`config.mk`:
```
export PLATFORM = sky130hd
export DESIGN_NAME = sif_irq_gate
export DESIGN_NICKNAME = d
export VERILOG_FILES = /design/src/rtl/sif_pkg.sv /design/src/rtl/sif_bitcnt_dec.sv /design/src/rtl/sif_flag_bank.sv /design/src/rtl/sif_irq_gate.sv
export SDC_FILE = /design/constraint.sdc
export NUM_CORES = 1
export LEC_CHECK = 0
export ABC_AREA = 1
export BUFFER_PORTS_ARGS = -buffer_cell sky130_fd_sc_hd__buf_2
export CAP_MARGIN = 25
export CORE_ASPECT_RATIO = 1.2
export CORE_UTILIZATION = 50
export DETAILED_ROUTE_END_ITERATION = 12
export PLACE_DENSITY_LB_ADDON = 0.3
export SYNTH_ARGS = -nofsm -noshare
export SYNTH_HDL_FRONTEND = slang
export SYNTH_SLANG_ARGS = --single-unit
```
`constraint.sdc`:
```
create_clock -name I_MCLK -period 1.3 [get_ports I_MCLK]
set_input_delay 0.065 -clock I_MCLK [delete_from_list [all_inputs] [get_ports I_MCLK]]
set_output_delay 0.065 -clock I_MCLK [all_outputs]
set_load 0.03 [all_outputs]
```
`src/rtl/sif_pkg.sv`:
```
// Purpose: Shared constants for the serial interrupt gating block
// Assumes: APB slave, 32-bit data, one word per register
// Notes:   Offsets are byte addresses
package sif_pkg;
  localparam int          ADDR_W        = 8;
  localparam int          FLAG_W        = 6;
  localparam int          EVT_W         = 5;
  // Register byte offsets
  localparam logic [7:0]  OFS_IRQ_ENA   = 8'h00;
  localparam logic [7:0]  OFS_STATUS    = 8'h04;
  localparam logic [7:0]  OFS_TX_BUF    = 8'h08;
  localparam logic [7:0]  OFS_RX_BUF    = 8'h0C;
  localparam logic [7:0]  OFS_BIT_CNT   = 8'h10;
  localparam logic [7:0]  OFS_EVT_STS   = 8'h14;
  localparam logic [7:0]  OFS_EVT_CLR   = 8'h18;
  localparam logic [7:0]  OFS_EVT_ENA   = 8'h1C;
  localparam logic [7:0]  OFS_MODE      = 8'h20;
  // Enable register fields
  localparam int          BIT_TX_EMPTY_EN = 7;
  localparam int          BIT_TX_END_EN   = 6;
  localparam int          BIT_RX_FULL_EN  = 5;
  localparam int          BIT_NOACK_EN    = 4;
  // Status flag fields, bit in the flag vector; the status register bit is FLG_SHIFT higher
  localparam int          FLG_TX_BUFFER_EMPTY_FLAG      = 5;
  localparam int          FLG_TX_END_FLAG      = 4;
  localparam int          FLG_RX_BUFFER_FULL_FLAG      = 3;
  localparam int          FLG_NACK      = 2;
  localparam int          FLG_ALOST     = 1;
  localparam int          FLG_OVR       = 0;
  localparam int          FLG_SHIFT     = 2;
  // Event status fields
  localparam int          EV_TX_END     = 0;
  localparam int          EV_RX_FULL    = 1;
  localparam int          EV_NOACK      = 2;
  localparam int          EV_OVERRUN    = 3;
  localparam int          EV_XFER_DONE  = 4;
  // Reset values
  localparam logic [3:0]  RST_IRQ_ENA   = 4'h0;
  localparam logic [2:0]  RST_BIT_CNT   = 3'h0;
  localparam logic [2:0]  BIT_CNT_IDLE  = 3'h0;
  // Bit count decoding
  localparam logic [3:0]  BUS_BITS_IDLE  = 4'h9;
  localparam logic [3:0]  SYNC_BITS_IDLE = 4'h8;
  localparam logic [3:0]  BUS_BITS_OFS   = 4'h1;
endpackage

```
`src/rtl/sif_bitcnt_dec.sv`:
```
// Purpose: Decode transfer bit counter code into bit count
// Assumes: Pure combinational, registered by the user
// Notes:   Bus format adds the acknowledge bit
`timescale 1ns/10ps
`default_nettype none
module sif_bitcnt_dec
  import sif_pkg::*;
(
  input  wire logic [2:0] i_code,
  input  wire logic       i_sync,
  output var  logic [3:0] o_bits
);
  always_comb begin
    if (i_code == BIT_CNT_IDLE) begin
      o_bits = i_sync ? SYNC_BITS_IDLE : BUS_BITS_IDLE;
    end else if (i_sync) begin
      o_bits = {1'b0, i_code};
    end else begin
      o_bits = {1'b0, i_code} + BUS_BITS_OFS;
    end
  end
endmodule
`default_nettype wire

```
`src/rtl/sif_flag_bank.sv`:
```
// Purpose: Bank of sticky flags with set and clear vectors
// Assumes: Set and clear are one-cycle pulses on the same clock
// Notes:   Set wins over clear so no event is lost
`timescale 1ns/10ps
`default_nettype none
module sif_flag_bank #(
  parameter int W = 6
) (
  input  wire logic         i_clk,
  input  wire logic         i_reset,
  input  wire logic [W-1:0] i_set,
  input  wire logic [W-1:0] i_clr,
  output var  logic [W-1:0] o_q
);
  typedef struct packed {
    logic [W-1:0] q;
  } sif_bank_t;

  sif_bank_t st;
  sif_bank_t next_st;

  // Per-bit set-over-clear
  genvar g;
  for (g = 0; g < W; g++) begin : g_bit
    always_comb begin
      next_st.q[g] = i_set[g] | (st.q[g] & ~i_clr[g]);
    end
  end

  // State register
  always_ff @(posedge i_clk) begin
    if (i_reset) begin
      st <= '0;
    end else begin
      st <= next_st;
    end
  end

  assign o_q = st.q;
endmodule
`default_nettype wire

```
`src/rtl/sif_irq_gate.sv`:
```
// Purpose: Interrupt request gating for a two-wire serial controller
// Assumes: Serial engine events are one-cycle pulses on I_MCLK
// Notes:   All outputs registered; requests lag their cause by one cycle
// Register map, byte addresses, data in the low bits
//   00 enable: 7 tx-empty, 6 tx-end, 5 rx-full, 4 no-ack
//   04 status: 7 tx-empty, 6 tx-end, 5 rx-full, 4 no-ack,
//              3 arbitration lost, 2 overrun
//   08 transmit buffer, a write empties both transmit flags
//   0C receive buffer, a read frees it
//   10 bit counter code in [2:0]
//   14 event status, sticky, [4:0]
//   18 event clear, write one to clear
//   1C event enable, [4:0]
//   20 mode, bit 0 set for the clocked synchronous format
// Reserved bits read 0; unmapped addresses answer with pslverr.
// Acknowledge control bits of the enable register live elsewhere.
//
// Request lines
//   tx-empty: transmit buffer empty flag and its enable
//   tx-end:   transmit end flag and its enable
//   rx-full:  receive full flag and its enable
//   error:    synchronous overrun and either receive or no-ack enable
//   no-ack:   no-ack, arbitration lost or synchronous overrun, if enabled
//
// Status clearing
//   A status bit clears on a written 0 only after a read saw it 1.
//   Any status write forgets what earlier reads saw.
//   An event in the same cycle as a clear keeps its flag set.
//
// Timing
//   Flags follow an event by one edge, requests by two.
//   Bus answers after one wait state; pready stands one cycle.
//   An enable write reaches the requests one edge after it lands.
//
// The address map and the APB register port were left to the implementer.
`timescale 1ns/10ps
`default_nettype none
module sif_irq_gate
  import sif_pkg::*;
(
  input  wire logic                      I_MCLK,
  input  wire logic                      I_RESET,
  // APB slave side
  input  wire logic                      I_PSEL,
  input  wire logic                      I_PENABLE,
  input  wire logic                      I_PWRITE,
  input  wire logic [sif_pkg::ADDR_W-1:0] I_PADDR,
  input  wire logic [31:0]               I_PWDATA,
  output var  logic [31:0]               O_PRDATA,
  output var  logic                      O_PREADY,
  output var  logic                      O_PSLVERR,
  // Serial engine event pulses and receive data
  input  wire logic                      I_TX_TO_SHIFT,
  input  wire logic                      I_FRAME_CLK_END,
  input  wire logic                      I_RX_WORD_DONE,
  input  wire logic [7:0]                I_RX_DATA,
  input  wire logic                      I_NOACK_EVT,
  input  wire logic                      I_ARB_LOST_EVT,
  input  wire logic                      I_OVERRUN_EVT,
  input  wire logic                      I_XFER_DONE,
  // Towards the serial engine
  output var  logic [7:0]                O_TX_DATA,
  output var  logic [3:0]                O_XFER_BITS,
  output var  logic                      O_SYNC_MODE,
  // Interrupt requests, levels
  output var  logic                      O_TX_EMPTY_REQUEST,
  output var  logic                      O_TX_END_REQUEST,
  output var  logic                      O_RX_FULL_REQUEST,
  output var  logic                      O_ERROR_REQUEST,
  output var  logic                      O_NOACK_REQUEST,
  output var  logic                      O_IRQ
);
  import sif_pkg::*;

  typedef struct packed {
    // Enable register bits
    logic               tx_empty_irq_en;
    logic               tx_end_irq_en;
    logic               rx_full_irq_en;
    logic               noack_irq_en;
    // Data, counter and mode
    logic [7:0]         tx_buffer;
    logic [7:0]         rx_buffer;
    logic [2:0]         transfer_bit_counter;
    logic               sync_mode;
    // Event enable and status read bookkeeping
    logic [EVT_W-1:0]   evt_mask;
    logic [FLAG_W-1:0]  read_seen;
    // Bus answer
    logic               pready;
    logic               pslverr;
    logic [31:0]        prdata;
    // Registered request lines and decoded count
    logic               tx_empty_request;
    logic               tx_end_request;
    logic               rx_full_request;
    logic               error_request;
    logic               noack_request;
    logic               irq;
    logic [3:0]         xfer_bits;
  } sif_state_t;

  sif_state_t         st;
  sif_state_t         next_st;
  // Flag and event bank vectors, decoded count
  logic [FLAG_W-1:0]  flag_set;
  logic [FLAG_W-1:0]  flag_clr;
  logic [FLAG_W-1:0]  serial_status_flags;
  logic [EVT_W-1:0]   evt_set;
  logic [EVT_W-1:0]   evt_clr;
  logic [EVT_W-1:0]   evt_sts;
  logic [3:0]         dec_bits;
  // Bus decode
  logic               acc;
  logic               wr;
  logic               rd;
  logic               hit;
  // Register read views
  logic [7:0]         ena_byte;
  logic [7:0]         sts_byte;
  // Raw causes before enable gating
  logic               tx_empty_cause;
  logic               tx_end_cause;
  logic               rx_full_cause;
  logic               noack_cause;
  logic               overrun_cause;

  // Access completes on the edge where pready is already high
  assign acc = I_PSEL & I_PENABLE & st.pready;
  assign wr  = acc & I_PWRITE;
  assign rd  = acc & ~I_PWRITE;

  // Address decode, everything else answers with an error
  always_comb begin
    unique case (I_PADDR)
      OFS_IRQ_ENA, OFS_STATUS, OFS_TX_BUF, OFS_RX_BUF, OFS_BIT_CNT,
      OFS_EVT_STS, OFS_EVT_CLR, OFS_EVT_ENA, OFS_MODE: hit = 1'b1;
      default: hit = 1'b0;
    endcase
  end

  // Read views of the enable and status registers
  assign ena_byte = {st.tx_empty_irq_en, st.tx_end_irq_en,
                     st.rx_full_irq_en, st.noack_irq_en, 4'h0};
  assign sts_byte = {serial_status_flags, 2'h0};

  // Request causes straight from the sticky flags
  assign tx_empty_cause = serial_status_flags[FLG_TX_BUFFER_EMPTY_FLAG];
  assign tx_end_cause   = serial_status_flags[FLG_TX_END_FLAG];
  assign rx_full_cause  = serial_status_flags[FLG_RX_BUFFER_FULL_FLAG];
  // Overrun only counts as an error cause in synchronous format
  assign overrun_cause  = st.sync_mode & serial_status_flags[FLG_OVR];
  // Arbitration loss shares the no-ack request line
  assign noack_cause    = serial_status_flags[FLG_NACK] |
                          serial_status_flags[FLG_ALOST];

  // Flag set and clear; clear by writing 0 only after reading it as 1
  always_comb begin
    flag_set = '0;
    flag_clr = '0;
    flag_set[FLG_TX_BUFFER_EMPTY_FLAG]  = I_TX_TO_SHIFT;
    flag_set[FLG_TX_END_FLAG]  = I_FRAME_CLK_END &
                          (serial_status_flags[FLG_TX_BUFFER_EMPTY_FLAG] | st.sync_mode);
    flag_set[FLG_RX_BUFFER_FULL_FLAG]  = I_RX_WORD_DONE;
    // Error flags straight from the engine
    flag_set[FLG_NACK]  = I_NOACK_EVT;
    flag_set[FLG_ALOST] = I_ARB_LOST_EVT;
    flag_set[FLG_OVR]   = I_OVERRUN_EVT;
    // Status write clears only what a read saw set
    if (wr && I_PADDR == OFS_STATUS) begin
      flag_clr = st.read_seen & ~I_PWDATA[FLAG_W+FLG_SHIFT-1:FLG_SHIFT];
    end
    // Writing the transmit buffer empties both transmit flags
    if (wr && I_PADDR == OFS_TX_BUF) begin
      flag_clr[FLG_TX_BUFFER_EMPTY_FLAG] = 1'b1;
      flag_clr[FLG_TX_END_FLAG] = 1'b1;
    end
    // Reading the receive buffer frees it
    if (rd && I_PADDR == OFS_RX_BUF) begin
      flag_clr[FLG_RX_BUFFER_FULL_FLAG] = 1'b1;
    end
  end

  // Event sticky bits, clear register is write-one-to-clear
  always_comb begin
    evt_set = '0;
    evt_set[EV_TX_END]    = flag_set[FLG_TX_END_FLAG];
    evt_set[EV_RX_FULL]   = I_RX_WORD_DONE;
    evt_set[EV_NOACK]     = I_NOACK_EVT | I_ARB_LOST_EVT;
    evt_set[EV_OVERRUN]   = I_OVERRUN_EVT;
    // Transfer done marks the event bank and also returns the bit counter to idle
    evt_set[EV_XFER_DONE] = I_XFER_DONE;
    evt_clr = '0;
    if (wr && I_PADDR == OFS_EVT_CLR) begin
      evt_clr = I_PWDATA[EVT_W-1:0];
    end
  end

  // Status flags, set wins over clear
  sif_flag_bank #(
    .W (FLAG_W)
  ) u_flags (
    .i_clk   (I_MCLK),
    .i_reset (I_RESET),
    .i_set   (flag_set),
    .i_clr   (flag_clr),
    .o_q     (serial_status_flags)
  );

  // Event bank behind the shared interrupt
  sif_flag_bank #(
    .W (EVT_W)
  ) u_events (
    .i_clk   (I_MCLK),
    .i_reset (I_RESET),
    .i_set   (evt_set),
    .i_clr   (evt_clr),
    .o_q     (evt_sts)
  );

  // Bit count decode for the serial engine
  sif_bitcnt_dec u_dec (
    .i_code (st.transfer_bit_counter),
    .i_sync (st.sync_mode),
    .o_bits (dec_bits)
  );

  // Next state: bus slave, registers and gated requests
  always_comb begin
    next_st = st;
    // One wait state so read data can come from a flop
    next_st.pready  = I_PSEL & I_PENABLE & ~st.pready;
    next_st.pslverr = I_PSEL & I_PENABLE & ~st.pready & ~hit;
    next_st.prdata  = 32'h0;
    // Read data mux, zero outside the answer cycle
    if (I_PSEL && I_PENABLE && !st.pready && !I_PWRITE) begin
      unique case (I_PADDR)
        OFS_IRQ_ENA: next_st.prdata = {24'h0, ena_byte};
        OFS_STATUS:  next_st.prdata = {24'h0, sts_byte};
        OFS_TX_BUF:  next_st.prdata = {24'h0, st.tx_buffer};
        OFS_RX_BUF:  next_st.prdata = {24'h0, st.rx_buffer};
        OFS_BIT_CNT: next_st.prdata = {29'h0, st.transfer_bit_counter};
        OFS_EVT_STS: next_st.prdata = {27'h0, evt_sts};
        OFS_EVT_ENA: next_st.prdata = {27'h0, st.evt_mask};
        OFS_MODE:    next_st.prdata = {31'h0, st.sync_mode};
        default:     next_st.prdata = 32'h0;
      endcase
    end
    // Remember flags seen as 1, forgotten once a status write lands
    if (wr && I_PADDR == OFS_STATUS) begin
      next_st.read_seen = '0;
    end
    if (rd && I_PADDR == OFS_STATUS) begin
      next_st.read_seen = serial_status_flags;
    end
    // Register writes land on the pready edge
    if (wr) begin
      unique case (I_PADDR)
        OFS_IRQ_ENA: begin
          next_st.tx_empty_irq_en = I_PWDATA[BIT_TX_EMPTY_EN];
          next_st.tx_end_irq_en   = I_PWDATA[BIT_TX_END_EN];
          next_st.rx_full_irq_en  = I_PWDATA[BIT_RX_FULL_EN];
          next_st.noack_irq_en    = I_PWDATA[BIT_NOACK_EN];
        end
        OFS_TX_BUF:  next_st.tx_buffer = I_PWDATA[7:0];
        OFS_BIT_CNT: next_st.transfer_bit_counter = I_PWDATA[2:0];
        OFS_EVT_ENA: next_st.evt_mask = I_PWDATA[EVT_W-1:0];
        OFS_MODE:    next_st.sync_mode = I_PWDATA[0];
        default: ;
      endcase
    end
    if (I_XFER_DONE) begin
      next_st.transfer_bit_counter = BIT_CNT_IDLE;
    end
    // Receive buffer loads with its flag
    if (I_RX_WORD_DONE) begin
      next_st.rx_buffer = I_RX_DATA;
    end
    next_st.tx_empty_request = tx_empty_cause & st.tx_empty_irq_en;
    next_st.tx_end_request   = tx_end_cause & st.tx_end_irq_en;
    next_st.rx_full_request  = rx_full_cause & st.rx_full_irq_en;
    next_st.error_request    = overrun_cause &
                               (st.rx_full_irq_en | st.noack_irq_en);
    next_st.noack_request    = st.noack_irq_en &
                               (noack_cause | overrun_cause);
    // Shared level interrupt from the event bank
    next_st.irq       = |(evt_sts & st.evt_mask);
    // Decoded count, one cycle behind the code
    next_st.xfer_bits = dec_bits;
  end

  // State register
  // Synchronous reset; decoded count rests at its bus idle value
  always_ff @(posedge I_MCLK) begin
    if (I_RESET) begin
      st <= '0;
      st.xfer_bits <= BUS_BITS_IDLE;
    end else begin
      st <= next_st;
    end
  end

  // Outputs straight from the state flops
  assign O_PRDATA           = st.prdata;
  assign O_PREADY           = st.pready;
  assign O_PSLVERR          = st.pslverr;

  // Serial engine side
  assign O_TX_DATA          = st.tx_buffer;
  assign O_XFER_BITS        = st.xfer_bits;
  assign O_SYNC_MODE        = st.sync_mode;

  // Request lines toward the host
  assign O_TX_EMPTY_REQUEST = st.tx_empty_request;
  assign O_TX_END_REQUEST   = st.tx_end_request;
  assign O_RX_FULL_REQUEST  = st.rx_full_request;
  assign O_ERROR_REQUEST    = st.error_request;
  assign O_NOACK_REQUEST    = st.noack_request;
  assign O_IRQ              = st.irq;
endmodule
`default_nettype wire

```
==> flow_metrics.py <==
metrics = {
    "detailed_routing": {
        "dr_total_vias": 2992,
        "drc": 0,
        "firstDrtPassIters": 7,
        "ant_nets": 0,
        "routed_via_density": 4.80,
        "drt_iter0_markers": 124,
        "wl_mm": 7.60,
        "post_drt_wl_per_cell_um": 12.2,
    },
    "layout": {
        "fin_nets": 595,
        "diodes": 0,
        "fillers": 637,
        "drive_gt1_share_pct": 22.7,
        "area_growth_pct": 17.3,
        "finish.instance_area_um2": 3880,
        "final_cells": 623,
    },
    "sta": {
        "drv_slew": 0,
        "max_freq_mhz": 804,
        "skew_ns": 0.00531,
        "fin_crit_sh_pct": 95.7,
        "finalSetupTns_ns": 0,
        "finalHoldViolCount": 0,
        "layout_min_cycle_time_ns": 1.24,
        "rsz0062_at_grt": "true",
        "setup_viol": 0,
    },
    "global_routing": {
        "grt_usage_pct": 23.2,
        "antenna_found_initial": 0,
        "grt-ovfl-total": 0,
        "grt_start_max_net_pins": 29,
        "grt_pass1_wl_mm": 12.5,
        "grt_pass1_vias": 2731,
    },
    "logic_synthesis": {
        "netlist_instances": 462,
        "yosys_warnings": 0,
        "synthTopCellsByArea": "dfxtp_1, nand2_1, buf_4",
        "syn_area_um2": 3300,
        "syn_area_per_cell_um2": 7.15,
        "yosysTopAreaCell": "dfxtp_1",
        "ys_seq_area_share_pct": 40.0,
        "post_synth_num_cell_types": 27,
        "yosys_register_bits": 66,
        "synth_top_area_share_pct": 40.0,
    },
    "run": {
        "drv_cap": 0,
    },
    "setup_path": {
        "worstPathCellList": "nand3_2 > inv_2 > nand2_1 > inv_2 > nand2_2 > inv_2 > nor2_1 > nor2_1",
        "crit_top_cell": "inv_2",
        "max_stage_delay_ns": 0.36,
        "worstSetupPathType": "reg2reg",
        "cp_slowest_cell": "dfxtp_4",
        "critPathRequiredTime_ns": 1.58,
        "worstSetupEndpointType": "register",
        "startpoint_type": "register",
        "crit_fanout": 11,
        "cp.arrival_ns": 1.52,
    },
    "clock_tree": {
        "cts.sinks": 66,
        "path_clk_slew_ns": 0.07,
        "numCtsBuffers": 9,
        "cts_tree": "yes",
        "h-tree-depth": 3,
        "clk_path_buf_depth": 2,
        "worstSkewPairLatency_ns": 0.34,
        "cts-root-buf": "clkbuf_8",
    },
    "worst_hold_path": {
        "hold_path.class": "in2reg",
    },
    "power": {
        "cellLeakagePower_nw": 1.77,
        "peakVddDrop_v": 0.000664,
        "powerDensity_nw_per_um2": 1030,
    },
    "floorplanning": {
        "die_area_um2": 6940,
        "core_area_um2": 6410,
        "die_x_um": 76.2,
        "ioPinCount": 113,
        "start_util_pct": 51.6,
        "rows": 32,
        "die-height_um": 91.1,
    },
    "placed_design": {
        "placed_cells": 593,
        "place_congestion": 0.938,
        "place_area_um2": 3550,
        "hpwlAfterDp_mm": 5.68,
        "port_buffers": 64,
    },
    "status": {
        "outcome": "finished, final reports clean",
    },
}
[stage by stage]
stage                     worst slack [ns]  power [W]  utilization [%]  hold slack [ns]
after floorplan                     0.0215    0.00242                -            0.199
after global placement              0.0859    0.00250             55.5            0.290
after detailed placement            0.0584    0.00251             55.5            0.292
after CTS                           0.0316    0.00400             60.1           0.0159
after global routing               -0.0549    0.00416             60.5           0.0364
final                               0.0562    0.00397             60.5           0.0321
[cell usage in the layout, fill, tap and decap left out]
cell type and instances:
a211oi_1 2, a21oi_1 31, a21oi_2 3, a22o_1 1
buf_12 2, buf_2 64, buf_4 9, clkbuf_1 4
clkbuf_8 10, clkinv_1 1, clkinv_2 1, clkinvlp_4 1
conb_1 24, dfxtp_1 64, dfxtp_2 1, dfxtp_4 1
dlygate4sd3_1 13, ha_1 2, inv_1 40, inv_2 5
nand2_1 100, nand2_2 6, nand2_4 2, nand3_1 30
nand3_2 4, nand4_1 1, nor2_1 67, nor2_2 1
nor2_4 9, nor2_8 2, nor3_1 3, nor3_4 1
o21ai_0 24, o21ai_1 9
[flip-flops by register name (all words and copies together), names as in the netlist, 4 cells and up]
name / count
O_PRDATA: 8
O_TX_DATA: 8
O_XFER_BITS: 4
ena_byte: 4
st: 22
u_events.o_q: 5
u_flags.o_q: 6
[path summary, 6_finish.rpt]
| path | startpoint | to | slack (ns) | depth (start not counted) |
|---|---|---|---|---|
| min reg2reg | st[49] | st[49] | 0.47 | 2 |
| max reg2reg | O_PREADY | O_TX_DATA[5] | 0.06 | 8 |
| min | I_XFER_DONE | u_events.o_q[4] | 0.03 | 3 |
| max | O_PREADY | O_TX_DATA[5] | 0.06 | 8 |
[Yosys cell counts]
master,count
nand2_1,101
nor2_1,67
dfxtp_1,66
buf_4,45
inv_1,42
a21oi_1,34
nand3_1,30
o21ai_0,24
o21ai_1,9
nor2_4,8
nand2_2,5
clkbuf_1,4
nand3_2,4
inv_2,3
nor3_1,3
a211oi_1,2
ha_1,2
nand2_4,2
nor2_2,2
nor2_8,2
a22o_1,1
buf_1,1
buf_6,1
clkinv_1,1
conb_1,1
nand4_1,1
nor3_4,1
[timing repair]
| action | in CTS | in global routing |
|---|---|---|
| resized for setup | 0 | 8 |
| buffers inserted | 0 | 1 |
| hold endpoints to repair | 13 | 0 |
| hold buffers | 13 | 0 |
| endpoints found under the setup margin | 0 | 23 |
[critical path: cells and delay by family, from the launching register on]
kind | cells | cell delay, ns
buf+inv | 3 | 0.36
flops | 1 | 0.36
simple gates | 5 | 0.46
[layer usage]
metal | vias to the layer above | global-route usage [%] | routed length, um
met5 | - | 0 | 0
met4 | 0 | 10.3 | 160
met3 | 15 | 6.63 | 542
met2 | 115 | 37.6 | 3570
met1 | 1324 | 28.4 | 3320
li1 | 1538 | - | -
[report_power, final]
group	switching (W)	internal, W	total, W
clock network	0.000731	0.000744	0.00148
registers	0.0000342	0.00206	0.00210
logic	0.000276	0.000125	0.000400
[kinds of logic (layout without fill, tap and decap cells)]
family	after synthesis	after routing	share of synthesized area, %
compound gates	70	70	10.9
simple gates	226	226	31.9
buf+inv	97	150	16.4
fa+ha+maj	2	2	0.757
other cells	1	24	0.113
flops	66	66	40.0
[area by class of cell]
type / instances / area (um^2) / share of cell area, %
repair buffers: 88 / 558 / 14.4
clock buffers: 14 / 153 / 3.94
inverters: 46 / 173 / 4.45
well taps: 85 / 106 / 2.74
flip-flops and latches: 66 / 1330 / 34.2
clock inverters: 2 / 12.5 / 0.323
multi-input cells: 322 / 1550 / 39.9
Note: power is estimated with default switching activity, not from simulation.
